`src/pkg/interlock_params.svh`:
```
// Purpose: offsets, field positions and reset values of the interlock block
// Assumes: 32-bit APB data, one word per register
// Notes: definitions only
`ifndef INTERLOCK_PARAMS_SVH
`define INTERLOCK_PARAMS_SVH

// ----------------------------------------------------------------
// Register offsets
// ----------------------------------------------------------------
`define IL_ADDR_W 12
`define IL_OFS_STATE 12'h000
`define IL_OFS_BYPASS 12'h004
`define IL_OFS_EVENT 12'h008
`define IL_OFS_MASK 12'h00C

// ----------------------------------------------------------------
// Interlock bit positions
// ----------------------------------------------------------------
`define IL_NUM 5
`define IL_LOW_POWER 0
`define IL_FW_CLOSED 1
`define IL_TRIPPED 2
`define IL_COLD_TEMP 3
`define IL_HOT_TEMP 4

// ----------------------------------------------------------------
// Bypass bit positions
// ----------------------------------------------------------------
`define BP_NUM 13
`define BP_TRIP_POS_RATE 0
`define BP_TRIP_NEG_RATE 1
`define BP_DWI_POS_RATE 2
`define BP_DWI_NEG_RATE 3
`define BP_TRIP_LOW_MSP 4
`define BP_SEC_LOW_MSP 5
`define BP_DWI_LOW_MSP 6
`define BP_TRIP_LOW_SH 7
`define BP_SEC_LOW_SH 8
`define BP_LTOP_HIGH_PRESS 9
`define BP_SEC_LL_PZR_LVL 10
`define BP_CVC_LL_PZR_LVL 11
`define BP_CIS_LL_PZR_LVL 12

// ----------------------------------------------------------------
// Voting and reset values
// ----------------------------------------------------------------
`define VOTE_CHANNELS 4
`define VOTE_NEEDED 3
`define FW_VALVES 2
`define BREAKERS 2
`define IL_MASK_RESET 5'h00

`endif

```
`src/pkg/interlock_pkg.sv`:
```
// Purpose: shared types of the interlock block
// Assumes: widths from interlock_params.svh
// Notes: no constants here, only types
`include "interlock_params.svh"

package interlock_pkg;
    typedef logic [`IL_NUM-1:0] interlock_vec_t;
    typedef logic [`BP_NUM-1:0] bypass_vec_t;
endpackage

```
`src/pkg/vote_if.sv`:
```
// Purpose: channel bits into a voter and its verdict back
// Assumes: one voter per interface instance
// Notes: combinational, no clock
`timescale 1ns/1ps

interface vote_if #(parameter int N = 4);
    logic [N-1:0] chan;
    logic vote;
    modport voter (input chan, output vote);
    modport user (output chan, input vote);
endinterface

```
`src/rtl/vote_m_of_n.sv`:
```
// Purpose: m-of-n coincidence vote over channel comparison bits
// Assumes: channel bits already synchronised
// Notes: purely combinational; the caller registers the result
`timescale 1ns/1ps

module vote_m_of_n #(
    parameter int N = 4,
    parameter int M = 3
) (
    // Channels in, verdict out
    vote_if.voter v
);
    localparam int CW = $clog2(N + 1);

    logic [CW-1:0] count;

    // Count tripped channels, then compare with the threshold
    always_comb begin
        count = '0;
        for (int i = 0; i < N; i++) begin
            count = count + CW'(v.chan[i]);
        end
        v.vote = (count >= CW'(M));
    end
endmodule

```
`src/rtl/protection_interlock_logic.sv`:
```
// Purpose: interlock evaluation and automatic operating bypasses
// Assumes: comparison and position bits arrive asynchronously from other logic
// Notes: APB slave with status, sticky events, mask and one interrupt
//
// Our own choices: register access over APB and the register addresses.
`timescale 1ns/1ps
`include "interlock_params.svh"

module protection_interlock_logic #(
    parameter int CHANNELS = `VOTE_CHANNELS,
    parameter int NEEDED = `VOTE_NEEDED,
    parameter int FW_VALVES = `FW_VALVES
) (
    // Clock and reset
    input wire logic ref_clk_i,
    input wire logic reset_n_i,
    // Channel comparisons, one bit per channel
    input wire logic [CHANNELS-1:0] power_below_i,
    input wire logic [CHANNELS-1:0] cold_temp_above_i,
    input wire logic [CHANNELS-1:0] hot_temp_below_i,
    // Position indications
    input wire logic [FW_VALVES-1:0] feedwater_isolation_valve_closed_i,
    input wire logic [`BREAKERS-1:0] reactor_trip_breaker_open_i,
    // Interlocks and bypasses to actuation logic
    output logic low_power_interlock_o,
    output logic fw_valve_closed_interlock_o,
    output logic reactor_tripped_interlock_o,
    output logic cold_temp_interlock_o,
    output logic hot_temp_interlock_o,
    output interlock_pkg::bypass_vec_t bypass_o,
    // APB slave
    input wire logic psel,
    input wire logic penable,
    input wire logic pwrite,
    input wire logic [`IL_ADDR_W-1:0] paddr,
    input wire logic [31:0] pwdata,
    output logic [31:0] prdata,
    output logic pready,
    output logic pslverr,
    // Interrupt
    output logic irq_o
);
    localparam int PIN_W = 3 * CHANNELS + FW_VALVES + `BREAKERS;

    // ----------------------------------------------------------------
    // Reset release
    // ----------------------------------------------------------------
    logic [1:0] rst_sync_r;
    logic rst_n;

    // Asserts at once, releases two edges later to stay clear of recovery
    always_ff @(posedge ref_clk_i or negedge reset_n_i) begin
        if (!reset_n_i) begin
            rst_sync_r <= 2'h0;
        end else begin
            rst_sync_r <= {rst_sync_r[0], 1'b1};
        end
    end
    assign rst_n = rst_sync_r[1];

    // ----------------------------------------------------------------
    // Input synchronisers
    // ----------------------------------------------------------------
    logic [PIN_W-1:0] pin_meta_r;
    logic [PIN_W-1:0] pin_sync_r;
    logic [PIN_W-1:0] pin_raw;

    assign pin_raw = {power_below_i, cold_temp_above_i, hot_temp_below_i,
                      feedwater_isolation_valve_closed_i, reactor_trip_breaker_open_i};

    // Two stages; only the second stage feeds the voting logic
    always_ff @(posedge ref_clk_i or negedge rst_n) begin
        if (!rst_n) begin
            pin_meta_r <= '0;
            pin_sync_r <= '0;
        end else begin
            pin_meta_r <= pin_raw;
            pin_sync_r <= pin_meta_r;
        end
    end

    logic [CHANNELS-1:0] pwr_s, cold_s, hot_s;
    logic [FW_VALVES-1:0] fwv_s;
    logic [`BREAKERS-1:0] brk_s;

    // Unpack the synchronised vector
    assign {pwr_s, cold_s, hot_s, fwv_s, brk_s} = pin_sync_r;

    // ----------------------------------------------------------------
    // Coincidence voting
    // ----------------------------------------------------------------
    vote_if #(.N(CHANNELS)) pwr_vote ();
    vote_if #(.N(CHANNELS)) cold_vote ();
    vote_if #(.N(CHANNELS)) hot_vote ();

    // Channel bits into the three voters
    assign pwr_vote.chan = pwr_s;
    assign cold_vote.chan = cold_s;
    assign hot_vote.chan = hot_s;

    vote_m_of_n #(.N(CHANNELS), .M(NEEDED)) u_vote_power (.v(pwr_vote.voter));
    vote_m_of_n #(.N(CHANNELS), .M(NEEDED)) u_vote_cold (.v(cold_vote.voter));
    vote_m_of_n #(.N(CHANNELS), .M(NEEDED)) u_vote_hot (.v(hot_vote.voter));

    // ----------------------------------------------------------------
    // Interlock and bypass evaluation
    // ----------------------------------------------------------------
    interlock_pkg::interlock_vec_t il_r, il_nxt;
    interlock_pkg::bypass_vec_t bp_r, bp_nxt;

    // Fresh every cycle from current inputs; no latching, so bypasses
    // fall away the same cycle their condition goes false
    always_comb begin
        il_nxt = '0;
        bp_nxt = '0;
        il_nxt[`IL_LOW_POWER] = pwr_vote.vote;
        il_nxt[`IL_FW_CLOSED] = |fwv_s;
        il_nxt[`IL_TRIPPED] = &brk_s;
        il_nxt[`IL_COLD_TEMP] = cold_vote.vote;
        // Tripped qualifies hot temperature in the same evaluation
        il_nxt[`IL_HOT_TEMP] = hot_vote.vote & il_nxt[`IL_TRIPPED];
        bp_nxt[`BP_TRIP_POS_RATE] = il_nxt[`IL_LOW_POWER];
        bp_nxt[`BP_TRIP_NEG_RATE] = il_nxt[`IL_LOW_POWER];
        bp_nxt[`BP_DWI_POS_RATE] = il_nxt[`IL_LOW_POWER];
        bp_nxt[`BP_DWI_NEG_RATE] = il_nxt[`IL_LOW_POWER];
        bp_nxt[`BP_TRIP_LOW_MSP] = il_nxt[`IL_LOW_POWER];
        bp_nxt[`BP_SEC_LOW_MSP] = il_nxt[`IL_LOW_POWER];
        bp_nxt[`BP_DWI_LOW_MSP] = il_nxt[`IL_LOW_POWER];
        bp_nxt[`BP_TRIP_LOW_SH] = il_nxt[`IL_FW_CLOSED] & il_nxt[`IL_LOW_POWER];
        bp_nxt[`BP_SEC_LOW_SH] = il_nxt[`IL_FW_CLOSED] & il_nxt[`IL_LOW_POWER];
        bp_nxt[`BP_LTOP_HIGH_PRESS] = il_nxt[`IL_COLD_TEMP];
        bp_nxt[`BP_SEC_LL_PZR_LVL] = il_nxt[`IL_HOT_TEMP];
        bp_nxt[`BP_CVC_LL_PZR_LVL] = il_nxt[`IL_HOT_TEMP];
        bp_nxt[`BP_CIS_LL_PZR_LVL] = il_nxt[`IL_HOT_TEMP];
    end

    // Register every cycle; reset leaves all interlocks and bypasses off
    always_ff @(posedge ref_clk_i or negedge rst_n) begin
        if (!rst_n) begin
            il_r <= '0;
            bp_r <= '0;
        end else begin
            il_r <= il_nxt;
            bp_r <= bp_nxt;
        end
    end

    // Outputs straight from the registers
    assign low_power_interlock_o = il_r[`IL_LOW_POWER];
    assign fw_valve_closed_interlock_o = il_r[`IL_FW_CLOSED];
    assign reactor_tripped_interlock_o = il_r[`IL_TRIPPED];
    assign cold_temp_interlock_o = il_r[`IL_COLD_TEMP];
    assign hot_temp_interlock_o = il_r[`IL_HOT_TEMP];
    assign bypass_o = bp_r;

    // ----------------------------------------------------------------
    // APB registers, events and interrupt
    // ----------------------------------------------------------------
    interlock_pkg::interlock_vec_t event_r, event_nxt;
    interlock_pkg::interlock_vec_t mask_r, mask_nxt;
    logic [31:0] prdata_r, prdata_nxt;
    logic pslverr_r, pslverr_nxt;
    logic irq_r, irq_nxt;
    logic access, wr_event, wr_mask, hit;
    interlock_pkg::interlock_vec_t change;

    // Zero-wait slave: the access phase completes on its first edge
    assign access = psel & penable;
    assign hit = (paddr == `IL_OFS_STATE) || (paddr == `IL_OFS_BYPASS) ||
                 (paddr == `IL_OFS_EVENT) || (paddr == `IL_OFS_MASK);
    assign wr_event = access & pwrite & (paddr == `IL_OFS_EVENT);
    assign wr_mask = access & pwrite & (paddr == `IL_OFS_MASK);
    // Any edge of an interlock counts as an event
    assign change = il_nxt ^ il_r;

    // Write one clears, but a change in the same cycle wins
    always_comb begin
        event_nxt = event_r;
        mask_nxt = mask_r;
        if (wr_event) begin
            event_nxt = event_r & ~pwdata[`IL_NUM-1:0];
        end
        event_nxt = event_nxt | change;
        if (wr_mask) begin
            mask_nxt = pwdata[`IL_NUM-1:0];
        end
        irq_nxt = |(event_nxt & mask_nxt);
        prdata_nxt = 32'h0000_0000;
        pslverr_nxt = 1'b0;
        if (psel && !penable) begin
            pslverr_nxt = !hit;
            if (!pwrite) begin
                case (paddr)
                    `IL_OFS_STATE: prdata_nxt = {{(32-`IL_NUM){1'b0}}, il_r};
                    `IL_OFS_BYPASS: prdata_nxt = {{(32-`BP_NUM){1'b0}}, bp_r};
                    `IL_OFS_EVENT: prdata_nxt = {{(32-`IL_NUM){1'b0}}, event_r};
                    `IL_OFS_MASK: prdata_nxt = {{(32-`IL_NUM){1'b0}}, mask_r};
                    default: prdata_nxt = 32'h0000_0000;
                endcase
            end
        end else if (access) begin
            prdata_nxt = prdata_r;
            pslverr_nxt = pslverr_r;
        end
    end

    // Bus and interrupt state
    always_ff @(posedge ref_clk_i or negedge rst_n) begin
        if (!rst_n) begin
            event_r <= '0;
            mask_r <= `IL_MASK_RESET;
            prdata_r <= 32'h0000_0000;
            pslverr_r <= 1'b0;
            irq_r <= 1'b0;
        end else begin
            event_r <= event_nxt;
            mask_r <= mask_nxt;
            prdata_r <= prdata_nxt;
            pslverr_r <= pslverr_nxt;
            irq_r <= irq_nxt;
        end
    end

    // Ready is constant high once out of reset; data is set up in the
    // setup phase so it stands registered during the access phase
    logic pready_r;
    always_ff @(posedge ref_clk_i or negedge rst_n) begin
        if (!rst_n) begin
            pready_r <= 1'b0;
        end else begin
            pready_r <= 1'b1;
        end
    end

    assign prdata = prdata_r;
    assign pslverr = pslverr_r;
    assign pready = pready_r;
    assign irq_o = irq_r;
endmodule

```
`config.mk`:
```
export PLATFORM = sky130hd
export DESIGN_NAME = protection_interlock_logic
export DESIGN_NICKNAME = d
export VERILOG_FILES = /design/src/pkg/interlock_pkg.sv /design/src/pkg/vote_if.sv /design/src/rtl/vote_m_of_n.sv /design/src/rtl/protection_interlock_logic.sv
export VERILOG_INCLUDE_DIRS = /design/src /design/src/pkg
export SDC_FILE = /design/constraint.sdc
export NUM_CORES = 1
export LEC_CHECK = 0
export BUFFER_PORTS_ARGS = -buffer_cell sky130_fd_sc_hd__buf_2
export CORE_UTILIZATION = 33
export DETAILED_ROUTE_END_ITERATION = 16
export PLACE_DENSITY = 0.58
export SLEW_MARGIN = 20
export SYNTH_ARGS = -nofsm -noshare
export SYNTH_HDL_FRONTEND = slang
export SYNTH_SLANG_ARGS = --single-unit
```
`constraint.sdc`:
```
create_clock -name ref_clk_i -period 2.15 [get_ports ref_clk_i]
set_input_delay 0.215 -clock ref_clk_i [delete_from_list [all_inputs] [get_ports ref_clk_i]]
set_output_delay 0.215 -clock ref_clk_i [all_outputs]
set_load 0.01 [all_outputs]
```
==> Flow_metrics.wiki <==
{| class="wikitable"
! Metric !! Value
|-
| Level count of the clock H-tree || 3
|-
| Adder-Cell Fraction of Synth Area || 0.0516
|-
| 1st-pass router iterations || 4
|-
| Total standard cell area after synthesis || 2620 sq um
|-
| Pwr per Cell Area || 742 nW/um^2
|-
| Arrival time at the worst endpoint || 2740 ps
|-
| Synth Register Bits || 62
|-
| Power consumption || 2.45 mW
|-
| Failing checks || setup timing
|-
| Total via count in the routed design || 1569
|-
| Fraction of the mapped netlist area in simple logic gates || 0.0665
|-
| Measured slew at the worst slew-check pin || 601 ps
|-
| Min Clock Period, post-route || 2530 ps
|-
| Number of remaining DRC errors || 0
|-
| Max Transition Viols Final || 0
|-
| Combined global-route utilization of all metal layers || 0.116
|-
| Main combinational cell family by area after synthesis || buffers and inverters
|-
| Leakage power summed over all cells || 1.69 nW
|-
| F_max || 396 MHz
|-
| Post-synth EDFFs || 0
|-
| Clock latency reported for the late side of the worst-skew pair || 340 ps
|-
| Commonest non-fill, non-tap cell in the layout || sky130_fd_sc_hd__buf_2
|-
| Final Wtd Congestion || 0.735
|-
| Total global routing overflow || 0
|-
| Run status || finished, violations left
|-
| Root buffer cell || sky130_fd_sc_hd__clkbuf_8
|-
| Number of antenna violations at the first check in global routing || 0
|-
| Clock tree from TritonCTS || done
|-
| Clock slew at reported path FFs || 70 ps
|-
| Antenna-violating nets left || 0
|-
| Type of the worst min-delay path || in -> reg
|-
| Type of the setup path with the least slack || reg -> reg
|-
| Most frequent cells in the layout || sky130_fd_sc_hd__buf_2, sky130_fd_sc_hd__dfrtp_1, sky130_fd_sc_hd__conb_1
|-
| Die footprint || 8290 sq um
|-
| Maximum number of pins on one net before global-route repair || 35
|-
| Max Cap Violations || 0
|-
| Crit path setup slack, layout || -378 ps
|-
| Number of nets in the layout || 351
|-
| Via count of the first global-routing pass || 1511
|-
| Cell row count || 32
|-
| Slew Limit Headroom || 0.599
|-
| Total placed instance area || 2940 sq um
|-
| Area Growth Syn to Fin || 26.1%
|-
| First-pass GRT wire length || 7120 um
|-
| Final period utilization || 1.18
|-
| Most instantiated flip-flop cell in the synthesis netlist || sky130_fd_sc_hd__dfrtp_1
|-
| CTS Buf Count || 9
|-
| Number of top-level design ports || 118
|-
| Average size of a mapped cell || 13.8 sq um
|-
| Setup violators final || 1
|-
| Share of synthesized area occupied by flip-flops and latches || 0.593
|-
| Die span in y || 91.0 um
|-
| Proportion of synthesized area in mux cells || 0.0612
|-
| Die X-Extent || 91.0 um
|-
| Ant. Diodes || 0
|-
| Final hold violations || 0
|-
| Post-Route WL || 4400 um
|-
| Setup repair after global routing missed its margin || true
|-
| Clock Skew || 10.9 ps
|-
| Sinks on the clock net || 62
|-
| Share of the synthesized area in compound gates (AO/OA/AOI/OAI) || 0.0646
|-
| Fraction of registers with async set/reset || 1.00
|-
| Distinct cells, synth || 38
|-
| Average routed wire per standard cell || 11.5 um
|-
| Fraction of layout instances using a drive strength above 1 || 0.408
|-
| Core Area || 7690 sq um
|-
| Parity-gate share of the synthesized area counting xor and xnor cells || 0.0167
|-
| Port bufs || 71
|-
| Largest fanout on the critical path || 2
|-
| Layout Cell Area excl Fill || 3300 sq um
|-
| Count of warnings emitted by yosys || 0
|-
| Initial core utilization || 0.340
|-
| Routed via count divided by cell count || 4.09
|-
| Worst-case clock buffer depth || 2
|-
| Required time of the worst setup path || 2360 ps
|-
| Dpl hpwl || 3140 um
|-
| Cell count after synthesis || 190
|-
| Number of design-rule violations left by the first detailed-router iteration || 68
|-
| IR Drop Worst-Case VDD || 0.547 mV
|-
| Element type at the critical path end || flip-flop
|-
| Type of element launching the critical path || flip-flop
|}
-- what timing repair did --
action,in CTS,in global routing
setup buffers,0,0
setup endpoints to repair,1,1
pin swaps,1,0
hold endpoints to repair,18,0
gates cloned,0,0
hold buffers,17,0
gates resized for setup,0,2
-- cells in the mapped netlist (all sizes together) (3+ instances only) --
cell type	instances	area (sq um)
a22o	9	78.8
and2	3	18.8
buf	35	263
clkbuf	4	45.0
dfrtp	62	1550
fa	3	60.1
ha	6	75.1
inv	18	67.6
mux2	5	60.1
mux4	4	90.1
nand2	3	11.3
nor2	4	15.0
o21ai	3	15.0
xnor2	4	35.0
-- routing by layer --
metal  up-vias  global-route usage  share of wire
met3         7              0.0503          0.068
met1       753               0.133           0.42
li1        752                   -              -
met2        57               0.184           0.50
met5         -                   0              0
met4         0              0.0635          0.017
-- path summary, 6_finish.rpt --
kind / from / to / slack (ps) / cells past startpoint
worst max-delay path: pin_sync_r[8] / irq_o / -380 / 10
worst min-delay path: psel / pslverr / 120 / 2
max in group asynchronous: rst_sync_r[1] / pin_sync_r[9] / 1280 / 1
min in group asynchronous: reset_n_i / rst_sync_r[0] / 190 / 2
worst min register to register: rst_sync_r[1] / pin_sync_r[0] / 280 / 0
worst max register to register: pin_sync_r[8] / irq_o / -380 / 10
-- worst max-delay path, cell delays in order, from the launching register on --
cell and delay, ps:
sky130_fd_sc_hd__dfrtp_1 370, sky130_fd_sc_hd__ha_1 270, sky130_fd_sc_hd__inv_1 50, sky130_fd_sc_hd__fa_2 330, sky130_fd_sc_hd__inv_2 70, sky130_fd_sc_hd__ha_4 180, sky130_fd_sc_hd__a21o_1 170, sky130_fd_sc_hd__xor2_1 140
sky130_fd_sc_hd__a21o_1 180, sky130_fd_sc_hd__a222oi_1 280, sky130_fd_sc_hd__or3b_1 370
-- sequential cells by signal, indices dropped and copies added (netlist names) --
register,flops
pin_meta_r,16
pin_sync_r,16
event_r,5
irq_o,1
pslverr,1
pready,1
il_r,2
bypass_o,4
mask_r,5
prdata,9
rst_sync_r,2
-- metrics by stage --
step	std cells	setup TNS, ps	hold slack, ps	setup slack, ps	util
floorplan	209	-298	-80.6	-298	-
global placement	351	-365	2.64	-365	0.383
detailed placement	351	-406	3.50	-406	0.383
CTS	384	-402	95.9	-402	0.428
global route	384	-516	126	-516	0.429
finish	384	-378	118	-378	0.429
-- power breakdown --
part / leakage [nW] / internal, mW / switching [mW]
Combinational: 0.864 / 0.154 / 0.157
Sequential: 0.747 / 1.21 / 0.0333
Clock: 0.0816 / 0.418 / 0.472
Total: 1.69 / 1.79 / 0.663
-- logic make-up (layout without fill, tap and decap cells) --
kind of cell             after synthesis  in the layout
multiplexers                          10             10
adder cells (fa/ha/maj)                9              9
flip-flops                            62             62
AO/OA/AOI/OAI                         22             22
other                                  2             21
XOR/XNOR                               5              5
AND/OR/NAND/NOR                       23             23
buffers and inverters                 57            130
-- layout make-up --
type | count | area [sq um]
clock buffers | 9 | 124
clock inverters | 7 | 50.0
fillers | 731 | 4390
inverters | 18 | 67.6
multi-input cells | 90 | 779
flip-flops and latches | 62 | 1550
well taps | 102 | 128
repair buffers | 96 | 598
Power figures use the tool's default switching activity.
